`src/msm_pkg.sv`:
```
// What this block does
// (RULE_01) Five-bit PHY select in command bits 15:11
// (RULE_02) Five-bit register select in bits 10:6
// (RULE_03) Direction bit one writes, zero reads
// (RULE_04) Busy flag high for whole transaction
// (RULE_05) Host checks busy clear before new command
// (RULE_06) Data word sent on write, filled on read
// (RULE_07) Host loads upper address bytes high register
// (RULE_08) Host loads lower four bytes low register
// (RULE_09) Host reaches registers only through indirect addressing
// (RULE_10) Pause time field drives transmitted pause frames
// (RULE_11) Each command runs one clause 22 frame
package msm_pkg;
    // Indirect register port
    localparam int ADDR_W = 16;
    localparam int DATA_W = 32;
    localparam logic [ADDR_W-1:0] OFF_SA_HIGH = 16'h0004;
    localparam logic [ADDR_W-1:0] OFF_SA_LOW  = 16'h0008;
    localparam logic [ADDR_W-1:0] OFF_CMD     = 16'h0014;
    localparam logic [ADDR_W-1:0] OFF_DATA    = 16'h0018;
    localparam logic [ADDR_W-1:0] OFF_FCR     = 16'h001c;
    // Reset values
    localparam logic [DATA_W-1:0] RST_SA_HIGH = 32'hffff_ffff;
    localparam logic [DATA_W-1:0] RST_SA_LOW  = 32'hffff_ffff;
    localparam logic [DATA_W-1:0] RST_CMD     = 32'h0000_5ac0;
    localparam logic [DATA_W-1:0] RST_DATA    = 32'h0000_0000;
    localparam logic [DATA_W-1:0] RST_FCR     = 32'h0050_0002;
    // Writable bit masks
    localparam logic [DATA_W-1:0] MASK_CMD    = 32'h0000_ffc2;
    localparam logic [DATA_W-1:0] MASK_DATA   = 32'h0000_ffff;
    localparam logic [DATA_W-1:0] MASK_FCR    = 32'hffff_0002;
    // Command fields
    localparam int PHY_MSB = 15;
    localparam int PHY_LSB = 11;
    localparam int REG_MSB = 10;
    localparam int REG_LSB = 6;
    localparam int DIR_BIT = 1;
    localparam int BUSY_BIT = 0;
    localparam int SEL_W = 5;
    localparam int MD_W = 16;
    // Flow control fields
    localparam int PQ_MSB = 31;
    localparam int PQ_LSB = 16;
    localparam int FCE_BIT = 1;
    localparam int FCB_BIT = 0;
    localparam int SA_HI_W = 16;
    localparam int SA_W = 48;
    // Management frame layout
    localparam int FRAME_BITS = 64;
    localparam int HDR_BITS = 46;
    localparam int TA_BITS = 2;
    localparam int CNT_W = 6;
    localparam logic [31:0] PREAMBLE = 32'hffff_ffff;
    localparam logic [1:0] FR_START  = 2'h1;
    localparam logic [1:0] OP_WRITE  = 2'h1;
    localparam logic [1:0] OP_READ   = 2'h2;
    localparam logic [1:0] TA_WRITE  = 2'h2;
    localparam logic [1:0] TA_READ   = 2'h3;
    // Timing: management clock made by dividing mclk
    localparam int MCLK_PERIOD_NS = 10;
    localparam int MDC_PERIOD_NS = 160;
    localparam int MDC_HALF_CYC = MDC_PERIOD_NS / (2 * MCLK_PERIOD_NS);
    localparam int DIV_W = 4;
    // Engine states
    typedef enum logic {MSM_IDLE, MSM_RUN} msm_eng_st_t;
endpackage

```
`src/msm_mdio_eng.sv`:
```
`timescale 1ns/1ps
module msm_mdio_eng (
    input  wire logic                    mclk,    // System clock
    input  wire logic                    rst,     // Async reset, high
    input  wire logic                    start,   // Begin one frame
    input  wire logic                    write,   // 1 write, 0 read
    input  wire logic [msm_pkg::SEL_W-1:0] phy_sel, // PHY address
    input  wire logic [msm_pkg::SEL_W-1:0] reg_sel, // Register address
    input  wire logic [msm_pkg::MD_W-1:0]  wdata,   // Write payload
    output logic                         busy,    // Frame in progress
    output logic                         done,    // Last bit pulse
    output logic [msm_pkg::MD_W-1:0]     rdata,   // Read payload
    output logic                         mdc,     // Management clock
    output logic                         mdio_o,  // Data out
    output logic                         mdio_oe, // High while driving
    input  wire logic                    mdio_i   // Data pin in
);
    import msm_pkg::*;

    msm_eng_st_t             st_r;        // Engine state
    logic [DIV_W-1:0]        div_r;       // Half period counter
    logic [CNT_W-1:0]        bit_r;       // Bit position in frame
    logic [FRAME_BITS-1:0]   sh_r;        // Outgoing frame
    logic                    wr_r;        // Latched direction
    logic                    mdc_r;       // Clock level
    logic [MD_W-1:0]         rd_r;        // Read shift
    logic                    s1_r;        // Sync stage one
    logic                    s2_r;        // Sync stage two

    wire run  = (st_r == MSM_RUN);
    wire tick = (div_r == DIV_W'(MDC_HALF_CYC - 1));
    wire rise = run && tick && !mdc_r;
    wire fall = run && tick && mdc_r;
    wire last = fall && (bit_r == CNT_W'(FRAME_BITS - 1));
    // Data bits follow the turnaround
    wire samp = rise && !wr_r && (bit_r >= CNT_W'(HDR_BITS + TA_BITS));
    wire [FRAME_BITS-1:0] frame = {PREAMBLE, FR_START, write ? OP_WRITE : OP_READ,
                                   phy_sel, reg_sel, write ? TA_WRITE : TA_READ, wdata};

    assign busy    = run;                                        // RULE_04
    assign done    = last;
    assign rdata   = rd_r;
    assign mdc     = mdc_r;
    assign mdio_o  = sh_r[FRAME_BITS-1];
    // Release the line for turnaround and data on reads
    assign mdio_oe = run && (wr_r || bit_r < CNT_W'(HDR_BITS));  // RULE_03

    // Pin synchroniser; only stage two is read
    always_ff @(posedge mclk or posedge rst)
    begin
        if (rst)
        begin
            s1_r <= 1'b0;
            s2_r <= 1'b0;
        end
        else
        begin
            s1_r <= mdio_i;
            s2_r <= s1_r;
        end
    end

    // Frame sequencer: shift on falling MDC, sample on rising
    always_ff @(posedge mclk or posedge rst)
    begin
        if (rst)
        begin
            st_r  <= MSM_IDLE;
            div_r <= '0;
            bit_r <= '0;
            sh_r  <= '0;
            wr_r  <= 1'b0;
            mdc_r <= 1'b0;
            rd_r  <= '0;
        end
        else if (!run)
        begin
            div_r <= '0;
            bit_r <= '0;
            mdc_r <= 1'b0;
            if (start)
            begin
                st_r <= MSM_RUN;                                 // RULE_11
                sh_r <= frame;                                   // RULE_01 RULE_02
                wr_r <= write;
            end
        end
        else
        begin
            div_r <= tick ? '0 : div_r + 1'b1;
            if (tick)
                mdc_r <= !mdc_r;
            if (samp)
                rd_r <= {rd_r[MD_W-2:0], s2_r};                  // RULE_06
            if (fall)
            begin
                bit_r <= bit_r + 1'b1;
                sh_r  <= {sh_r[FRAME_BITS-2:0], 1'b0};
            end
            if (last)
                st_r <= MSM_IDLE;                                // RULE_04
        end
    end
endmodule

```
`src/msm_top.sv`:
```
`timescale 1ns/1ps
module msm_top (
    input  wire logic                       mclk,          // 100 MHz clock
    input  wire logic                       rst,           // Async reset, high
    input  wire logic [msm_pkg::ADDR_W-1:0] ind_addr,      // Indirect offset
    input  wire logic [msm_pkg::DATA_W-1:0] ind_wdata,     // Write data
    input  wire logic                       ind_wr,        // Write strobe
    input  wire logic                       ind_rd,        // Read strobe
    output logic [msm_pkg::DATA_W-1:0]      ind_rdata,     // Read data
    output logic                            ind_rvalid,    // Read data valid
    output logic [msm_pkg::SA_W-1:0]        station_address_bits, // Own address
    output logic [msm_pkg::MD_W-1:0]        pause_quanta_field,   // Pause time
    output logic                            flow_ctrl_en,  // Auto flow control
    output logic                            pause_req,     // Send pause frame
    input  wire logic                       pause_done,    // Pause frame sent
    output logic                            mdc,           // Management clock
    output logic                            mdio_o,        // Management data out
    output logic                            mdio_oe,       // Drive enable
    input  wire logic                       mdio_i         // Management data in
);
    import msm_pkg::*;

    logic [DATA_W-1:0] sah_r;    // Station address high
    logic [DATA_W-1:0] sal_r;    // Station address low
    logic [DATA_W-1:0] cmd_r;    // Management command
    logic [DATA_W-1:0] dat_r;    // Management data word
    logic [DATA_W-1:0] fcr_r;    // Flow control
    logic [DATA_W-1:0] rdat_r;   // Read answer
    logic              rval_r;   // Read answer valid
    logic              eng_busy; // Engine busy
    logic              eng_done; // Engine done pulse
    logic [MD_W-1:0]   eng_rdata;// Engine read result
    logic [DATA_W-1:0] fcr_nxt;  // Flow control next
    logic [DATA_W-1:0] rd_nxt;   // Read mux

    // Address decode; all access goes through the indirect port
    wire hit_sah = (ind_addr == OFF_SA_HIGH);                    // RULE_09
    wire hit_sal = (ind_addr == OFF_SA_LOW);
    wire hit_cmd = (ind_addr == OFF_CMD);
    wire hit_dat = (ind_addr == OFF_DATA);
    wire hit_fcr = (ind_addr == OFF_FCR);
    wire hit_none = !(hit_sah || hit_sal || hit_cmd || hit_dat || hit_fcr); // Unmapped offset
    // A command written while busy is dropped, so a frame is never cut short
    wire start   = ind_wr && hit_cmd && !eng_busy;               // RULE_05 RULE_11
    // Only a read frame hands data back to the data register
    wire rd_back = eng_done && !cmd_r[DIR_BIT];
    // Host may set the pause request; only the frame sender clears it
    wire fcb_set = ind_wr && hit_fcr && ind_wdata[FCB_BIT];
    wire fcb_nxt = fcb_set || (fcr_r[FCB_BIT] && !pause_done);

    assign fcr_nxt = {(ind_wr && hit_fcr) ? (ind_wdata[DATA_W-1:FCB_BIT+1]
                      & MASK_FCR[DATA_W-1:FCB_BIT+1]) : fcr_r[DATA_W-1:FCB_BIT+1], fcb_nxt};
    // Busy is live engine state, not a stored bit
    assign rd_nxt = hit_sah ? sah_r :
                    hit_sal ? sal_r :
                    hit_cmd ? {cmd_r[DATA_W-1:BUSY_BIT+1], eng_busy} :   // RULE_04
                    hit_dat ? dat_r :
                    hit_fcr ? fcr_r : '0;

    // Outputs straight from registers
    assign ind_rdata  = rdat_r;
    assign ind_rvalid = rval_r;
    assign station_address_bits = {sah_r[SA_HI_W-1:0], sal_r};   // RULE_07 RULE_08
    assign pause_quanta_field   = fcr_r[PQ_MSB:PQ_LSB];          // RULE_10
    assign flow_ctrl_en         = fcr_r[FCE_BIT];
    assign pause_req            = fcr_r[FCB_BIT];

    // Register file
    always_ff @(posedge mclk or posedge rst)
    begin
        if (rst)
        begin
            sah_r <= RST_SA_HIGH;
            sal_r <= RST_SA_LOW;
            cmd_r <= RST_CMD;
            dat_r <= RST_DATA;
            fcr_r <= RST_FCR;
        end
        else
        begin
            // Station address halves take whole words
            if (ind_wr && hit_sah)
                sah_r <= ind_wdata;                              // RULE_07
            if (ind_wr && hit_sal)
                sal_r <= ind_wdata;                              // RULE_08
            // Command fields latch only when a frame really starts
            if (start)
                cmd_r <= ind_wdata & MASK_CMD;                   // RULE_01 RULE_02 RULE_03
            // Returned read data wins over a host write in the same cycle
            if (rd_back)
                dat_r <= {{(DATA_W-MD_W){1'b0}}, eng_rdata};     // RULE_06
            else if (ind_wr && hit_dat)
                dat_r <= ind_wdata & MASK_DATA;
            // Flow control moves every cycle: host write or pause handshake
            fcr_r <= fcr_nxt;                                    // RULE_10
        end
    end

    // Read answer one cycle after the strobe; unmapped reads as zero
    always_ff @(posedge mclk or posedge rst)
    begin
        if (rst)
        begin
            rdat_r <= '0;
            rval_r <= 1'b0;
        end
        else
        begin
            rval_r <= ind_rd;
            // Data holds between reads; valid pulses once per strobe
            if (ind_rd)
                rdat_r <= rd_nxt;
        end
    end

    // Serial management engine, command fields fed straight from the write data, payload from the data register
    msm_mdio_eng u_eng (
        .mclk    (mclk),
        .rst     (rst),
        .start   (start),
        .write   (ind_wdata[DIR_BIT]),
        .phy_sel (ind_wdata[PHY_MSB:PHY_LSB]),
        .reg_sel (ind_wdata[REG_MSB:REG_LSB]),
        .wdata   (dat_r[MD_W-1:0]),
        .busy    (eng_busy),
        .done    (eng_done),
        .rdata   (eng_rdata),
        .mdc     (mdc),
        .mdio_o  (mdio_o),
        .mdio_oe (mdio_oe),
        .mdio_i  (mdio_i)
    );

    // Assertion helpers: frame length in mclk cycles, and where reads let go
    localparam int FRAME_CYC   = FRAME_BITS * 2 * MDC_HALF_CYC;
    localparam int RELEASE_CYC = HDR_BITS * 2 * MDC_HALF_CYC;
    localparam int CYC_W       = $clog2(FRAME_CYC + 1);

    logic [CYC_W-1:0] frame_cyc_r; // Cycles since the frame began

    // Counts only while busy, so it gives the position inside the frame
    always_ff @(posedge mclk or posedge rst)
    begin
        if (rst)
            frame_cyc_r <= '0;
        else if (!eng_busy)
            frame_cyc_r <= '0;                      // Idle: ready for the next frame
        else
            frame_cyc_r <= frame_cyc_r + 1'b1;      // One more cycle of the frame
    end
endmodule

```
`config.mk`:
```
export PLATFORM = sky130hd
export DESIGN_NAME = msm_top
export DESIGN_NICKNAME = d
export VERILOG_FILES = /design/src/msm_pkg.sv /design/src/msm_mdio_eng.sv /design/src/msm_top.sv
export SDC_FILE = /design/constraint.sdc
export NUM_CORES = 1
export LEC_CHECK = 0
export BUFFER_PORTS_ARGS = -buffer_cell sky130_fd_sc_hd__buf_2
export CAP_MARGIN = 15
export CORE_ASPECT_RATIO = 1.2
export CORE_MARGIN = 2
export CORE_UTILIZATION = 45
export DETAILED_ROUTE_END_ITERATION = 8
export PLACE_DENSITY_LB_ADDON = 0.08
export SETUP_SLACK_MARGIN = 0.15
export SLEW_MARGIN = 0
export SYNTH_ARGS = -nofsm -noshare
export SYNTH_HDL_FRONTEND = slang
export SYNTH_SLANG_ARGS = --single-unit
```
`constraint.sdc`:
```
create_clock -name mclk -period 10.15 [get_ports mclk]
set_clock_uncertainty 0.2 [all_clocks]
set_input_delay 1.015 -clock mclk [delete_from_list [all_inputs] [get_ports mclk]]
set_output_delay 1.015 -clock mclk [all_outputs]
set_load 0.1 [all_outputs]
```
Word-level counts from Yosys, hierarchy flattened. Cells that the tools add are included.

Logic and storage cells: 80. Output and inout port bits: 102. Register bits after elaboration: 253. Input port bits: 54.

Equal/unequal tests: 9. Add/sub/neg operators: 2. Bitwise logic cells: 1. Multiplexer cells: 21. Magnitude comparators: 2. Reductions and logical operators: 28.

Operator list (number): $mux W32 (7); $mux W64 (3); $eq A16 B5 Y1 const B (3); $eq A16 B3 Y1 const B (1); $eq A16 B4 Y1 const B (1); $logic_and A1 B1 Y1 (16); $mux W6 (2); $mux W4 (2); $add A6 B1 Y6 const B (1); $eq A6 B6 Y1 const B (1); $ge A6 B6 Y1 const B (1); $lt A6 B6 Y1 const B (1); $mux W1 (6); $reduce_and A2 Y1 (3); $logic_not A1 Y1 (5); $add A4 B1 Y4 const B (1); $eq A4 B3 Y1 const B (1); $ne A2 B2 Y1 const B (2); $reduce_bool A2 Y1 (2); $logic_or A1 B1 Y1 (2); $mux W2 (1); $not A1 Y1 (1).

Longest topological paths before layout.
Word-level depth: 6. Depth in mapped cells: 8. Mapped depth without buffers: 6.

Cells and area by module. From an unflattened synthesis, not the netlist that was laid out.

Cell total of the unflattened synthesis: 919. Area, all modules: 10804.1 sq um.

Modules (own cells, without submodules): msm_top (times used 1, sequential area each 3644.7 sq um, area an instance 6780.3 sq um, cells each 566); msm_mdio_eng (times used 1, sequential area each 2377.3 sq um, area an instance 4023.9 sq um, cells each 353).

Worst setup path after synthesis. No wires, ideal clock.

Path kind: register to output. Start: register u_eng.st_r, in the netlist u_eng.busy. End: output port mdio_oe. Buffers on the path: 2. Arrival: 1.807 ns. Cell stages (with the launch flop): 4. Setup slack: 7.128 ns. Cells stage by stage: dfrtp_1 buf_1 clkbuf_1 o31a_1.

Longest elaborated chain between the ends: 1.

Ends and longest elaborated chain: from (decl) (RTL line msm_mdio_eng.sv:20) `msm_eng_st_t st_r;`; from (signal assigned) (RTL line msm_mdio_eng.sv:68) `st_r <= MSM_IDLE;`; from (signal assigned) (RTL line msm_mdio_eng.sv:83) `st_r <= MSM_RUN;`; from (signal assigned) (RTL line msm_mdio_eng.sv:101) `st_r <= MSM_IDLE;`; $logic_and A1 B1 Y1 (RTL line msm_mdio_eng.sv:46) `assign mdio_oe = run && (wr_r || bit_r < CNT_W'(HDR_BITS));`; to (decl) (RTL line msm_top.sv:18) `output logic mdio_oe,`.

Every way passes these cells.

Final worst setup path.
Start: input port ind_addr[7] in the netlist's numbering. End: register sah_r[10].

Longest elaborated chain between the ends: 2.

Ends and longest elaborated chain: from (decl) (RTL line msm_top.sv:5) `input wire logic [msm_pkg::ADDR_W-1:0] ind_addr,`; $eq A16 B3 Y1 (RTL line msm_top.sv:37) `wire hit_sah = (ind_addr == OFF_SA_HIGH);`; $logic_and A1 B1 Y1 (RTL line msm_top.sv:82) `if (ind_wr && hit_sah)`; to (signal assigned) (RTL line msm_top.sv:83) `sah_r <= ind_wdata;`; to (decl) (RTL line msm_top.sv:23) `logic [DATA_W-1:0] sah_r;`.

Every way passes these cells. A chain may end at the register's enable or synchronous reset.

==> run metrics <==
status finished clean; setup repair bufs after CTS 0; Critical Path RT 10.40 ns; Crit. End Element flop; register area share after synthesis 0.572; die footprint 24,500 µm²; minimum clock period 3.35 ns; Max VDD drop 0.000122 V; syn nets 996; core area 23,000 µm²; Worst slew margin 0.255; NumNets Final 1,124; Worst-path clk slew 0.06 ns; Post-CTS Resized 0; Crit Path Class in2reg; Yosys Warn Count 0; drt first pass iters 5; clock tree from TritonCTS built; RR Endpoint u_eng.rdata[0]; R2R setup slack 7.15 ns; die width 143 µm; number of nets still failing antenna checks after routing 0; largest net degree at the start of global routing 121; R2R cell count 4; layout cell share with drive strength beyond 1 0.375; Unique masters post-synth 48; Reg power frac 0.463; Avg Cell Area, Syn 11.1 µm²; number of global-route vias before repair 7,509; share of flip-flops with an asynchronous set or reset 1.00; CTS H-tree depth 1; RR Startpoint u_eng.busy; Die Y-Extent 171 µm; Worst Setup SP ind_addr[7]; utilization after layout 0.537; Residual DRC 0; Critical Path Sink sah_r[10]; Post-synth EDFFs 0; Gate Count Post-Synth 940; CTS Hold Bufs 0; wire per inst 18.1 µm; initial core utilization 0.455; worst slack, placed 6.18 ns; # rows 61; fill count 2,124; Comb power frac 0.032; clock latency at the later pin of the worst-skew pair 0.52 ns; routed vias 7,431; switching power total 432 µW; # setup viols final 0; Detailed Route WL 25,400 µm; port buffer count 155; Slew Limit Fails 0; area grow syn2layout 18.2%; clock power share 0.505; # IOs 156; Pint 1620 µW; global-route wire length before repair 41,000 µm; GRT Total Usage 0.211; max_cap viols 0; total grt overflow 0; LEAKAGE 0.00534 µW; vias per cell 5.29; hold crit path type reg2reg; HPWL Detailed 16,300 µm; Mapped Area 10,500 µm²; DP Cell Count 1,355; final worst slack 6.80 ns; crit-path max FO 32; RSZ-0062 raised after global routing no; Tot Pwr 2050 µW; Non-Filler Instances 1,406; routability cong. 0.746; Fmax 299 MHz; setup TNS 0 ns; Worst setup SP type input port; CTS Sinks 236; Synth Register Bits 236; Num CTS Buffers 26; initial drt markers 413; Final period util 0.330; pwr dens 165 nW/µm²; Post-synth top flop dfrtp_1; Root Buffer Master clkbuf_16; Final Hold Fails 0; Net Sw Frac 0.211; Max Root-Sink Buffers 3; initial antenna violation count 3; Worst-Margin Slew 1.12 ns; Worst EP arrival 3.60 ns
## metal layers
layer | vias up | track usage | part of all wire
met3 | 33 | 0.0496 | 0.060
met2 | 162 | 0.351 | 0.49
met4 | 2 | 0.0503 | 0.018
met1 | 3708 | 0.281 | 0.43
li1 | 3526 | - | -
met5 | - | 0 | 0.00043
## stage by stage
| step | hold WS, ns | area [µm²] |
|---|---|---|
| 6_report | 0.175 | 12400 |
| 3_3_place_gp | 0.162 | 11400 |
| 5_1_grt | 0.193 | 12400 |
| 2_1_floorplan | 0.131 | 10500 |
| 3_5_place_dp | 0.164 | 11400 |
| 4_1_cts | 0.172 | 12400 |
## layout by cell type (no fill, tap or decap), types with 3 or more instances in the layout
master,count
a21oi_1,122
a22oi_1,9
a31oi_1,11
and2_1,9
buf_2,155
buf_4,14
bufinv_16,5
clkbuf_1,5
clkbuf_16,27
clkbuf_8,6
clkinv_2,4
dfrtp_1,162
dfstp_2,73
diode_2,3
inv_1,36
mux2_1,3
mux2_2,106
mux2i_1,42
nand2_1,25
nand3_1,9
nand4_1,8
nor2_1,141
nor2_2,3
nor2_4,4
nor2b_1,3
o21ai_0,33
o22ai_1,30
xnor2_1,4
xor2_1,3
## power by group through the flow
stage               clock, µW  combinational, µW  sequential, µW
CTS                      1060               68.0             948
finish                   1040               66.0             948
floorplan                   0               30.8             968
detailed placement          0               67.8             964
global route             1100               74.2             948
global placement            0               67.7             964
## layout make-up
cell class                      instances  area [µm²]  share of cell area
Multi-Input combinational cell        598        4010               0.323
Clock inverter                         10         174              0.0140
Tap cell                              315         394              0.0318
Sequential cell                       236        6000               0.484
Clock buffer                           38         777              0.0627
Inverter                               37         146              0.0118
Timing Repair Buffer                  169         881              0.0711
Antenna cell                            3        7.51            0.000606
## state kept, by name, indices dropped and copies added, names as in the netlist, 6 cells and up
name and cells:
fcr_r 18, u_eng.rdata 16, u_eng.bit_r 6, ind_rdata 32, cmd_r 11, dat_r 16
sah_r 32, sal_r 32, u_eng.sh_r 64
## cells by family after synthesis
| family | Yosys count | share of synthesized area |
|---|---|---|
| flip-flops | 236 | 0.572 |
| XOR/XNOR | 7 | 0.00585 |
| multiplexers | 151 | 0.157 |
| AO/OA/AOI/OAI | 215 | 0.112 |
| AND/OR/NAND/NOR | 223 | 0.101 |
| buffers and inverters | 106 | 0.0487 |
| adder cells (fa/ha/maj) | 2 | 0.00239 |
## cells in the mapped netlist, types with 8 or more instances
master	n	area [µm²]
a21oi_1	122	611
nand3_1	9	45.0
clkbuf_1	32	120
buf_2	9	45.0
nor2_1	141	529
a22oi_1	9	67.6
buf_4	25	188
o22ai_1	30	188
o21ai_0	33	165
mux2i_1	42	420
and2_1	9	56.3
dfrtp_1	163	4080
inv_1	37	139
dfstp_2	73	1920
a31oi_1	11	68.8
mux2_2	106	1190
nand4_1	8	50.1
nand2_1	26	97.6
## how the worst min path moves through the flow
stage / start / to / slack, ns / cells after the start
2_1_floorplan: u_eng.s1_r / u_eng.s2_r / 0.13 / 0
3_3_place_gp: u_eng.s1_r / u_eng.s2_r / 0.16 / 0
3_5_place_dp: u_eng.s1_r / u_eng.s2_r / 0.16 / 0
4_1_cts: u_eng.s1_r / u_eng.s2_r / 0.17 / 0
5_1_grt: u_eng.s1_r / u_eng.s2_r / 0.19 / 0
6_report: u_eng.s1_r / u_eng.s2_r / 0.17 / 0
## worst max-delay path: stages
cell and delay, ns:
buf_2 0.12, nor4_1 0.56, nand4_2 0.47, nor2_4 0.98, mux2_2 0.42
Power figures use the tool's default switching activity.
